### src/shared/adc_conversion_control_pkg.sv
`default_nettype none
package adc_conversion_control_pkg;

  // converter width and channel count
  localparam int unsigned DATA_W  = 8;
  localparam int unsigned CHAN_W  = 3;
  localparam int unsigned CYC_W   = 4;

  // control register field positions
  localparam int unsigned CTL_CHAN_LSB = 0;
  localparam int unsigned CTL_CONT_BIT = 3;
  localparam int unsigned CTL_BUSY_BIT = 4;

  // reset values
  localparam logic [7:0] CTL_RESET = 8'h00;
  localparam logic [7:0] RES_RESET = 8'h00;
  localparam logic [7:0] REF_RESET = 8'h00;
  localparam logic [7:0] REF_EXTERNAL = 8'h00;

  // conversion timing in machine cycles, counted from the start cycle
  localparam logic [CYC_W-1:0] CYC_FIRST       = 4'h1;
  localparam logic [CYC_W-1:0] CYC_SAMPLE_LAST = 4'h5;
  localparam logic [CYC_W-1:0] CYC_STEP_FIRST  = 4'h6;
  localparam logic [CYC_W-1:0] CYC_STEP_LAST   = 4'hd;
  localparam logic [CYC_W-1:0] CYC_STORE       = 4'hf;

  // conversion sequencer states
  typedef enum logic [1:0] {
    ST_IDLE,
    ST_SAMPLE,
    ST_APPROX
  } conv_state_t;

  // software-visible control fields
  typedef struct packed {
    logic              continuous;
    logic [CHAN_W-1:0] channel;
  } conv_ctl_t;

  // reference settings driven to the analog macro
  typedef struct packed {
    logic [3:0] upper_code;
    logic [3:0] lower_code;
    logic       external;
  } ref_setting_t;

endpackage
`default_nettype wire

### src/hw/adc_conversion_control.sv
`default_nettype none
module adc_conversion_control (
  input  wire logic                                         clk,
  input  wire logic                                         rst_n,
  input  wire logic                                         ce,
  input  wire logic                                         ctl_wr,
  input  wire logic [7:0]                                   ctl_wdata,
  input  wire logic                                         res_wr,
  input  wire logic [7:0]                                   res_wdata,
  input  wire logic                                         ref_wr,
  input  wire logic [7:0]                                   ref_wdata,
  input  wire logic                                         comp_above,
  output logic [7:0]                                        ctl_rdata,
  output logic [7:0]                                        conversion_result_reg,
  output logic [7:0]                                        reference_program_reg,
  output logic                                              conversion_busy_flag,
  output logic                                              sample_enable,
  output logic [adc_conversion_control_pkg::CHAN_W-1:0]     mux_channel,
  output logic [adc_conversion_control_pkg::DATA_W-1:0]     trial_code,
  output adc_conversion_control_pkg::ref_setting_t          reference_setting
);

  adc_conversion_control_pkg::conv_ctl_t    ctl_reg;
  adc_conversion_control_pkg::conv_ctl_t    ctl_next;
  adc_conversion_control_pkg::conv_state_t  state_reg;
  adc_conversion_control_pkg::conv_state_t  state_next;
  adc_conversion_control_pkg::ref_setting_t ref_set_next;
  logic [adc_conversion_control_pkg::CYC_W-1:0]  cyc_reg;
  logic [adc_conversion_control_pkg::CYC_W-1:0]  cyc_next;
  logic [adc_conversion_control_pkg::DATA_W-1:0] sar_reg;
  logic [adc_conversion_control_pkg::DATA_W-1:0] sar_next;
  logic [adc_conversion_control_pkg::DATA_W-1:0] trial_bit;
  logic [adc_conversion_control_pkg::DATA_W-1:0] next_bit;
  logic [7:0] result_next;
  logic [7:0] ref_next;
  logic       busy_next;
  logic       sample_next;
  logic       start;
  logic       in_step;
  logic       storing;
  logic       restart;
  logic       chan_next_cont;
  logic [2:0] step_idx;

  // a reference write is the only start source from software
  // a write in mid-conversion simply reloads the sequencer, so software
  // never has to wait for busy to drop before picking new references;
  // the price is that the partial result of the aborted run is lost
  // start on write
  assign start   = ce & ref_wr;
  assign in_step = (state_reg == adc_conversion_control_pkg::ST_APPROX) &
                   (cyc_reg >= adc_conversion_control_pkg::CYC_STEP_FIRST) &
                   (cyc_reg <= adc_conversion_control_pkg::CYC_STEP_LAST);
  assign storing = ce & (state_reg == adc_conversion_control_pkg::ST_APPROX) &
                   (cyc_reg == adc_conversion_control_pkg::CYC_STORE);
  // continuous auto restart
  // the continuous bit is read from the register, not the write data, so a
  // control write landing on the store edge only takes effect on the next run
  assign restart = start | (storing & ctl_reg.continuous);

  // bit under test: msb in the first step, lsb in the eighth
  // step_idx counts down from the last step cycle, so the decode stays
  // valid only inside the step window; outside it in_step masks the result
  assign step_idx  = 3'(adc_conversion_control_pkg::CYC_STEP_LAST - cyc_reg);
  assign trial_bit = 8'h01 << step_idx;
  assign next_bit  = (step_idx == 3'h0) ? 8'h00 : (trial_bit >> 1);

  assign chan_next_cont = ctl_wdata[adc_conversion_control_pkg::CTL_CONT_BIT];
  assign ctl_next = (ce & ctl_wr) ?
    {chan_next_cont,
     ctl_wdata[adc_conversion_control_pkg::CTL_CHAN_LSB +: adc_conversion_control_pkg::CHAN_W]} :
    ctl_reg;

  // sequencer: sample cycles 1..5, steps 6..13, settle 14, store 15
  // cycle 14 is left idle so the last decision has a full machine cycle
  // to reach the register before the store; restart has priority over
  // every state so a write always begins again at cycle 1
  always_comb begin
    state_next = state_reg;
    cyc_next   = cyc_reg;
    if (restart) begin
      state_next = adc_conversion_control_pkg::ST_SAMPLE;
      cyc_next   = adc_conversion_control_pkg::CYC_FIRST;
    end else if (ce) begin
      case (state_reg)
        adc_conversion_control_pkg::ST_IDLE: begin
          cyc_next = '0;
        end
        adc_conversion_control_pkg::ST_SAMPLE: begin
          cyc_next = cyc_reg + 4'h1;
          if (cyc_reg == adc_conversion_control_pkg::CYC_SAMPLE_LAST) begin
            state_next = adc_conversion_control_pkg::ST_APPROX;
          end
        end
        adc_conversion_control_pkg::ST_APPROX: begin
          if (cyc_reg == adc_conversion_control_pkg::CYC_STORE) begin
            state_next = adc_conversion_control_pkg::ST_IDLE;
            cyc_next   = '0;
          end else begin
            cyc_next = cyc_reg + 4'h1;
          end
        end
        default: begin
          state_next = adc_conversion_control_pkg::ST_IDLE;
          cyc_next   = '0;
        end
      endcase
    end
  end

  // trial code: keep the tested bit if the input is above it, then try the next
  // the comparator is assumed settled one machine cycle after the trial code
  // changes; a slower analog path would need extra settle cycles per step
  // one bit per step
  always_comb begin
    sar_next = sar_reg;
    if (restart) begin
      sar_next = '0;
    end else if (ce & (state_next == adc_conversion_control_pkg::ST_APPROX) &
                 (cyc_next == adc_conversion_control_pkg::CYC_STEP_FIRST)) begin
      sar_next = 8'h80;
    end else if (ce & in_step) begin
      sar_next = (comp_above ? sar_reg : (sar_reg & ~trial_bit)) | next_bit;
    end
  end

  // hardware store wins over a software write in the same cycle
  // limitation: software storage in the result register is clobbered by
  // any conversion, so it is only usable while no reference write occurs
  // hold until overwritten
  assign result_next = storing ? sar_reg :
                       (ce & res_wr) ? res_wdata : conversion_result_reg;

  assign busy_next = restart ? 1'b1 :
                     storing ? 1'b0 : conversion_busy_flag;

  // input tracks the selected channel only while sampling; held afterwards
  // derived from the next state so the hold starts on the same edge that
  // enters the step phase, not one machine cycle late
  assign sample_next = (state_next == adc_conversion_control_pkg::ST_SAMPLE);

  // zero means external refs
  // the split is registered with the value itself, so the analog side never
  // sees a reference change without the matching start of a conversion
  assign ref_next     = start ? ref_wdata : reference_program_reg;
  assign ref_set_next = '{upper_code: ref_next[7:4],
                          lower_code: ref_next[3:0],
                          external:   (ref_next == adc_conversion_control_pkg::REF_EXTERNAL)};

  // all state frozen while ce is low, so ce acts as the machine-cycle strobe
  // every next value already holds its register when ce is low, so the
  // gating lives in the decode; only sample_enable adds a ce select here
  always_ff @(posedge clk) begin
    if (!rst_n) begin
      ctl_reg               <= adc_conversion_control_pkg::conv_ctl_t'(
                                 adc_conversion_control_pkg::CTL_RESET[3:0]);
      state_reg             <= adc_conversion_control_pkg::ST_IDLE;
      cyc_reg               <= '0;
      sar_reg               <= '0;
      conversion_result_reg <= adc_conversion_control_pkg::RES_RESET;
      reference_program_reg <= adc_conversion_control_pkg::REF_RESET;
      conversion_busy_flag  <= 1'b0;
      sample_enable         <= 1'b0;
    end else begin
      ctl_reg               <= ctl_next;
      state_reg             <= state_next;
      cyc_reg               <= cyc_next;
      sar_reg               <= sar_next;
      conversion_result_reg <= result_next;
      reference_program_reg <= ref_next;
      conversion_busy_flag  <= busy_next;
      sample_enable         <= ce ? sample_next : sample_enable;
    end
  end

  // output copies registered so every pin comes from a flop
  // loaded from the next values so the copies never lag their registers,
  // which keeps readback of busy and channel aligned with the state
  // channel to mux
  always_ff @(posedge clk) begin
    if (!rst_n) begin
      mux_channel       <= '0;
      trial_code        <= '0;
      reference_setting <= '{upper_code: 4'h0, lower_code: 4'h0, external: 1'b1};
      ctl_rdata         <= adc_conversion_control_pkg::CTL_RESET;
    end else begin
      mux_channel       <= ctl_next.channel;
      trial_code        <= sar_next;
      reference_setting <= ref_set_next;
      ctl_rdata         <= {3'h0, busy_next, ctl_next.continuous, ctl_next.channel};
    end
  end

endmodule // adc_conversion_control
`default_nettype wire

### config.mk
export PLATFORM = sky130hd
export DESIGN_NAME = adc_conversion_control
export DESIGN_NICKNAME = d
export VERILOG_FILES = /design/src/shared/adc_conversion_control_pkg.sv /design/src/hw/adc_conversion_control.sv
export SDC_FILE = /design/constraint.sdc
export NUM_CORES = 1
export LEC_CHECK = 0
export ABC_AREA = 1
export BUFFER_PORTS_ARGS = -buffer_cell sky130_fd_sc_hd__buf_2
export CAP_MARGIN = 20
export CORE_ASPECT_RATIO = 2
export CORE_MARGIN = 2
export CORE_UTILIZATION = 32
export CTS_CLUSTER_DIAMETER = 150
export DETAILED_ROUTE_END_ITERATION = 8
export HOLD_SLACK_MARGIN = 0.15
export PLACE_DENSITY = 0.57
export SETUP_SLACK_MARGIN = 0.02
export SYNTH_ARGS = -nofsm -noshare
export SYNTH_HDL_FRONTEND = slang
export SYNTH_SLANG_ARGS = --single-unit
### constraint.sdc
create_clock -name clk -period 2.1 [get_ports clk]
set_clock_uncertainty 0.2 [all_clocks]
set_input_delay 0.21 -clock clk [delete_from_list [all_inputs] [get_ports clk]]
set_output_delay 0.21 -clock clk [all_outputs]
set_load 0.005 [all_outputs]
==> reports/metrics.cfg, run 1 <==
[run_status]
status = completed

[route]
dr.pass1.iters = 4
drc_errors = 0
initialDrtViolationCount = 61
antenna_left = 0
wirelength_um = 4870
dr_total_vias = 1989
wl_per_cell_um = 11.6
vias_per_cell = 4.74

[timing]
finalCriticalPeriod_ns = 1.96
setup_violations = 0
fmax_mhz = 511
maxSlewViolCount = 0
finalCritPeriodShare = 0.933
finalHoldViolCount = 0
rsz0062_at_grt = no
fin_setup_tns_ns = 0
final.setup.worst_slack_ns = 0.141

[power]
ir_drop_mv = 0.251
p_int_uw = 1290
pwr-share-clk = 0.413
seqPwrFrac = 0.443
power.switching_uw = 406
switching_share = 0.239
power_frac_comb = 0.144
p_leak_uw = 0.00131
pwr_density_cell_nw_per_um2 = 628

[grt]
grt_busiest_layer = met2
grt_pass1_wl_um = 8070
grt.overflow.total = 0
grt_use_met3 = 0.0317
grt_pass1_vias = 1844
grt_start_max_net_pins = 18
use_met1 = 0.173
met2_usage = 0.267
antenna_found_initial = 0
grt_usage = 0.151

[clock_tree]
clk_latency_ns = 0.27
path_clk_slew_ns = 0.05
htreeDepth = 2
cts_root_buf = clkbuf_16
cts_made_buffers = 5
tritoncts = built
clkSinkCount = 37
postCtsSetupBuffers = 0
clockBufferDepth = 2

[floorplanning]
dieHeight_um = 114
io_pins = 77
die-width_um = 59.0
num_rows = 40
floorplan.initialDensity = 0.328
die_area_sq_um = 6730
fp.coreArea_sq_um = 5910

[worst_setup_path]
crit_arrival_ns = 1.97
cpPeakStageDelay_ns = 0.57
required_ns = 2.11
path_delay_family = buffers and inverters
reg2reg_to = trial_code[5]$_SDFFE_PP0P_
r2r_slack_ns = 0.17
r2r_cells = 13
criticalPathCategory = input pin to flop
critPathMaxFanout = 16
r2r-start = state_reg[0]$_SDFF_PN0_
cp_slowest_cell = dlygate4sd3_1
crit_path_end_kind = flop
crit_chain = clkbuf_4 > nand2_1 > buf_4 > mux2i_1 > nand4_1 > o21ai_0 > dlygate4sd3_1
start_kind = input pin
worst-path-buf-inv = 3

[worst_hold_path]
hp-start = ctl_wr
worst_hold_path_type = input pin to flop
min_to = ctl_rdata[3]$_SDFFE_PN0P_
hold_depth = 4

[synthesis]
synth.area.top_cells = dfxtp_1 38%, nor2_1 9.1%, nand3_1 8.8%, nand2_1 8.1%, buf_4 6.2%
avgSynthCellArea_sq_um = 7.23
synth_top_area_frac = 0.382
synth_common_cells = 47 x nor2_1, 42 x nand2_1, 37 x dfxtp_1
synth_enable_flop_cells = 0
syn_inst = 268
mappedNetlistArea_sq_um = 1940
synth-seq-cells = 37
synth.most_common_cell = nor2_1
synth_flop_cell = dfxtp_1
synth_cell_types = 25
seq_area_frac_synth = 0.382
yosys.area.top_type = dfxtp_1
synthArstFlopShare = 0
yosysWarnings = 0

[finish]
layout.nets = 396
antennaDiodeCount = 0
drive_gt1_frac = 0.283
fill_cells = 611
syn2layout_area_growth_pct = 39.5
utilization = 0.457

[run]
max_cap_viol_count = 0

[placed_design]
gp_congestion = 0.782
preCtsSetupSlack_ns = 0.0756
place_hpwl_um = 3570
port_buffers = 69

==> logic make-up (layout without fill, tap and decap cells) <==
| family | after synthesis | after routing | synth area share |
|---|---|---|---|
| AOI/OAI and AO/OA | 30 | 30 | 0.0853 |
| adders and majority gates | 9 | 9 | 0.0581 |
| buffers and inverters | 45 | 132 | 0.120 |
| DFF | 37 | 37 | 0.382 |
| muxes | 8 | 8 | 0.0413 |
| other | 1 | 3 | 0.00194 |
| and+or+nand+nor | 138 | 138 | 0.311 |
==> power by group through the flow <==
stage	clock [uW]	combinational [uW]	sequential, uW
5_1_grt	757	277	756
3_5_place_dp	0	198	766
4_1_cts	723	238	751
3_3_place_gp	0	198	764
2_1_floorplan	0	130	767
6_report	701	245	752
==> through the flow <==
| step | power [uW] | std cells | hold slack [ns] | area (sq um) |
|---|---|---|---|---|
| after floorplan | 897 | 270 | 0.0862 | 1940 |
| after global placement | 962 | 386 | 0.257 | 2260 |
| after detailed placement | 965 | 386 | 0.255 | 2260 |
| after CTS | 1710 | 420 | 0.154 | 2660 |
| after global routing | 1790 | 420 | 0.200 | 2700 |
| final | 1700 | 420 | 0.158 | 2700 |
==> worst register-to-register path, delay by kind of cell (launching register included) <==
| kind | cells | cell delay [ns] |
|---|---|---|
| flip-flops | 1 | 0.33 |
| AND/OR/NAND/NOR | 10 | 0.91 |
| buffers and inverters | 2 | 0.16 |
| adder cells (fa/ha/maj) | 1 | 0.22 |
==> metal layers <==
metal	up-vias	wire length, um
met1	897	2080
met4	0	48
li1	1033	-
met5	-	0
met3	4	205
met2	55	2540
==> timing repair <==
action                                  4_1_cts  5_1_grt
resized for setup                             0       14
hold buffers                                 26        0
endpoints found under the setup margin        0        9
hold endpoints to repair                     24        0
==> worst max-delay path by stage <==
stage	to	cells past startpoint	slack, ns	start
2_1_floorplan	trial_code[0]$_SDFFE_PP0P_	12	0.33	cyc_reg[1]$_SDFF_PN0_
3_3_place_gp	trial_code[5]$_SDFFE_PP0P_	12	0.09	cyc_reg[1]$_SDFF_PN0_
3_5_place_dp	trial_code[5]$_SDFFE_PP0P_	11	0.08	state_reg[1]$_SDFF_PN0_
4_1_cts	trial_code[5]$_SDFFE_PP0P_	11	0.05	state_reg[1]$_SDFF_PN0_
5_1_grt	reference_setting[0]$_SDFF_PN1_	7	0.02	ce
6_report	reference_setting[0]$_SDFF_PN1_	7	0.14	ce
==> cells in the final DEF, fill, tap and decap left out <==
cell type and n:
nor4_1 1, dfxtp_1 33, clkbuf_1 1, nand3_1 34
nor2_1 45, ha_1 7, a31oi_1 8, clkinv_2 2
dlygate4sd3_1 26, nor2_2 3, o21ai_0 6, nand3_2 1
nand4_1 3, o21ai_1 1, nand2_2 5, nand2_4 1
buf_2 68, and2_1 1, clkbuf_4 1, ha_2 1
nor2_4 1, mux2i_1 8, clkbuf_16 5, nand2_1 40
buf_4 5, conb_1 3, inv_1 21, ha_4 1
nor3_1 3, dfxtp_2 4, o21bai_1 1, o31ai_1 1
a21oi_1 13, inv_2 3
==> final cells by class <==
| class | count | area [sq um] | share of cell area |
|---|---|---|---|
| clock buffers | 6 | 129 | 0.0477 |
| well taps | 63 | 78.8 | 0.0292 |
| flip-flops and latches | 37 | 746 | 0.276 |
| inverters | 24 | 90.1 | 0.0333 |
| multi-input cells | 188 | 1000 | 0.371 |
| repair buffers | 100 | 646 | 0.239 |
| clock inverters | 2 | 10.0 | 0.00371 |
No activity file was read; power rests on OpenSTA's default activity.
==> inputs of run 2 (changes only) <==
Settings changed: ABC_AREA 1 to not set, PLACE_DENSITY 0.57 to 0.56.
==> run 2 against run 1 <==
  * The flow now finishes with violations (negative setup slack)
  * Global-route usage increased by 3.2 points
  * Sequential share of layout area decreased by 3.1 points
  * Sequential power decreased by 0.9%
  * Critical path depth increased by 1
  * Final cell count decreased by 1.4%
  * Area after synthesis increased by 2.8%
  * Clock-buffer cell count decreased by 1
  * Die area increased by 2.6%
  * Total power increased by 3.5%
  * Largest power group unchanged
==> reports/metrics.cfg, run 2 <==
[grt]
grt_start_max_net_pins = 24
grt.overflow.total = 0
antenna_found_initial = 0
grt_pass1_wl_um = 9670
grt_pass1_vias = 2121
grt_usage = 0.183

[power]
pwr_density_cell_nw_per_um2 = 568
power_uw = 1760
p_leak_uw = 0.00143
ir_drop_mv = 0.503

[route]
vias_per_cell = 5.16
dr_total_vias = 2136
wirelength_um = 6040
wl_per_cell_um = 14.6
dr.pass1.iters = 5
drc_errors = 0
antenna_left = 0
initialDrtViolationCount = 64

[worst_setup_path]
cp_slowest_cell = or4_4
required_ns = 2.07
critPathMaxFanout = 7
start_kind = flop
crit_arrival_ns = 2.13
crit_top_cell = nor3_2
r2r_cells = 8
crit_chain = inv_4 > ha_4 > and4b_4 > nor3_2 > or4_4 > nor3_4 > and3_4 > nor3_2
criticalPathCategory = flop to flop
cpPeakStageDelay_ns = 0.43
crit_path_end_kind = flop

[worst_hold_path]
worst_hold_path_type = input pin to flop
hold_depth = 3

[placed_design]
gp_congestion = 0.817
numPlacedInstances = 375
place_hpwl_um = 4400
port_buffers = 69

[run_status]
violations = negative setup slack
status = complete, but fails checks

[synthesis]
synth-seq-cells = 37
seq_area_frac_synth = 0.372
syn_inst = 235
avgSynthCellArea_sq_um = 8.47
synth_top_area_frac = 0.372
mappedNetlistArea_sq_um = 1990
synth_flop_cell = dfxtp_1
synth_enable_flop_cells = 0
yosysWarnings = 0
synthArstFlopShare = 0
synth.area.top_cells = dfxtp_1 37%, buf_4 6.4%, nand2_1 6.2%, ha_1 5.7%, a21oi_1 5.3%
synth.most_common_cell = dfxtp_1
yosys.area.top_type = dfxtp_1
synth_cell_types = 40
synth_common_cells = 37 x dfxtp_1, 33 x nand2_1, 21 x a21oi_1

[floorplanning]
die-width_um = 59.8
dieHeight_um = 116
floorplan.initialDensity = 0.331
num_rows = 40
die_area_sq_um = 6910
io_pins = 77
fp.coreArea_sq_um = 6010

[finish]
final_cells = 414
mostFrequentLayoutCell = buf_2
layout.nets = 390
syn2layout_area_growth_pct = 55.4
antennaDiodeCount = 0
drive_gt1_frac = 0.422
final_cell_mix = 69 x buf_2, 36 x buf_4, 33 x nand2_1
fill_cells = 581

[timing]
fin_setup_tns_ns = -0.389
tightest_slew_ns = 0.755
finalCriticalPeriod_ns = 2.16
fmax_mhz = 463
maxSlewViolCount = 0
finalHoldViolCount = 0
final.setup.worst_slack_ns = -0.0582
finalCritPeriodShare = 1.03
setup_violations = 8
rsz0062_at_grt = yes
relSlewSlack = 0.496

[clock_tree]
clockBufferDepth = 2
htreeDepth = 2
cts_root_buf = clkbuf_16
clkSinkCount = 37
cts_made_buffers = 5
path_clk_slew_ns = 0.06
clk_latency_ns = 0.28
tritoncts = built

[run]
max_cap_viol_count = 0

==> run 2: worst paths after layout <==
kind              slack, ns                       from                         end
setup / recovery      -0.06    state_reg[1]$_SDFF_PN0_  trial_code[5]$_SDFFE_PP0P_
hold / removal         0.17                     ref_wr     state_reg[1]$_SDFF_PN0_
setup reg to reg      -0.06    state_reg[1]$_SDFF_PN0_  trial_code[5]$_SDFFE_PP0P_
hold reg to reg        0.27  ctl_rdata[0]$_SDFFE_PN0P_   ctl_rdata[0]$_SDFFE_PN0P_
==> run 2: layout make-up <==
cell class | count | area, sq um | area share
Clock buffer | 5 | 125 | 0.0405
Clock inverter | 3 | 21.3 | 0.00688
Inverter | 6 | 25.0 | 0.00809
Multi-Input combinational cell | 168 | 1200 | 0.388
Sequential cell | 37 | 757 | 0.245
Tap cell | 63 | 78.8 | 0.0255
Timing Repair Buffer | 132 | 886 | 0.286
==> run 2: power by group <==
group	internal (uW)	total [uW]	switching, uW	leakage [uW]
registers	726	745	19.1	0.000305
clock network	441	744	303	0.0000702
logic	142	267	125	0.00106
==> run 2: per-stage QoR <==
stage | instance area (sq um) | util | worst slack, ns | hold slack (ns)
finish | 3090 | 0.515 | -0.0582 | 0.170
global route | 3090 | 0.515 | -0.116 | 0.190
CTS | 3000 | 0.500 | -0.118 | 0.151
detailed placement | 2530 | 0.422 | -0.188 | 0.238
global placement | 2530 | 0.422 | -0.162 | 0.237
floorplan | 2030 | - | -0.106 | 0.0818
==> run 2: critical path: cells and delay by family (launching register included) <==
family,cells,cell delay [ns]
adder cells (fa/ha/maj),1,0.15
buffers and inverters,1,0.05
flip-flops,1,0.36
AND/OR/NAND/NOR,6,1.30
==> run 2: cell families (layout without fill, tap and decap cells) <==
| group | after synthesis | after routing | synth area share |
|---|---|---|---|
| adder cells (fa/ha/maj) | 9 | 9 | 0.0566 |
| buffers and inverters | 32 | 146 | 0.0968 |
| AO/OA/AOI/OAI | 50 | 50 | 0.166 |
| flip-flops | 37 | 37 | 0.372 |
| other | 1 | 3 | 0.00188 |
| multiplexers | 8 | 8 | 0.0402 |
| AND/OR/NAND/NOR | 97 | 97 | 0.262 |
| XOR/XNOR | 1 | 1 | 0.00440 |
==> run 2: layer usage <==
| metal | GRT usage | vias to the layer above | share of wire |
|---|---|---|---|
| met1 | 0.174 | 1004 | 0.35 |
| met5 | 0 | - | 0 |
| li1 | - | 1045 | - |
| met2 | 0.351 | 71 | 0.59 |
| met3 | 0.0301 | 16 | 0.032 |
| met4 | 0.0948 | 0 | 0.031 |
==> run 2: what timing repair did <==
| action | 4_1_cts | 5_1_grt |
|---|---|---|
| endpoints found under the setup margin | 8 | 9 |
| hold buffers | 27 | 0 |
| cloned | 0 | 0 |
| endpoints found under the hold margin | 23 | 0 |
| buffers inserted | 1 | 4 |
| pin swaps | 7 | 9 |
| resized for setup | 11 | 13 |
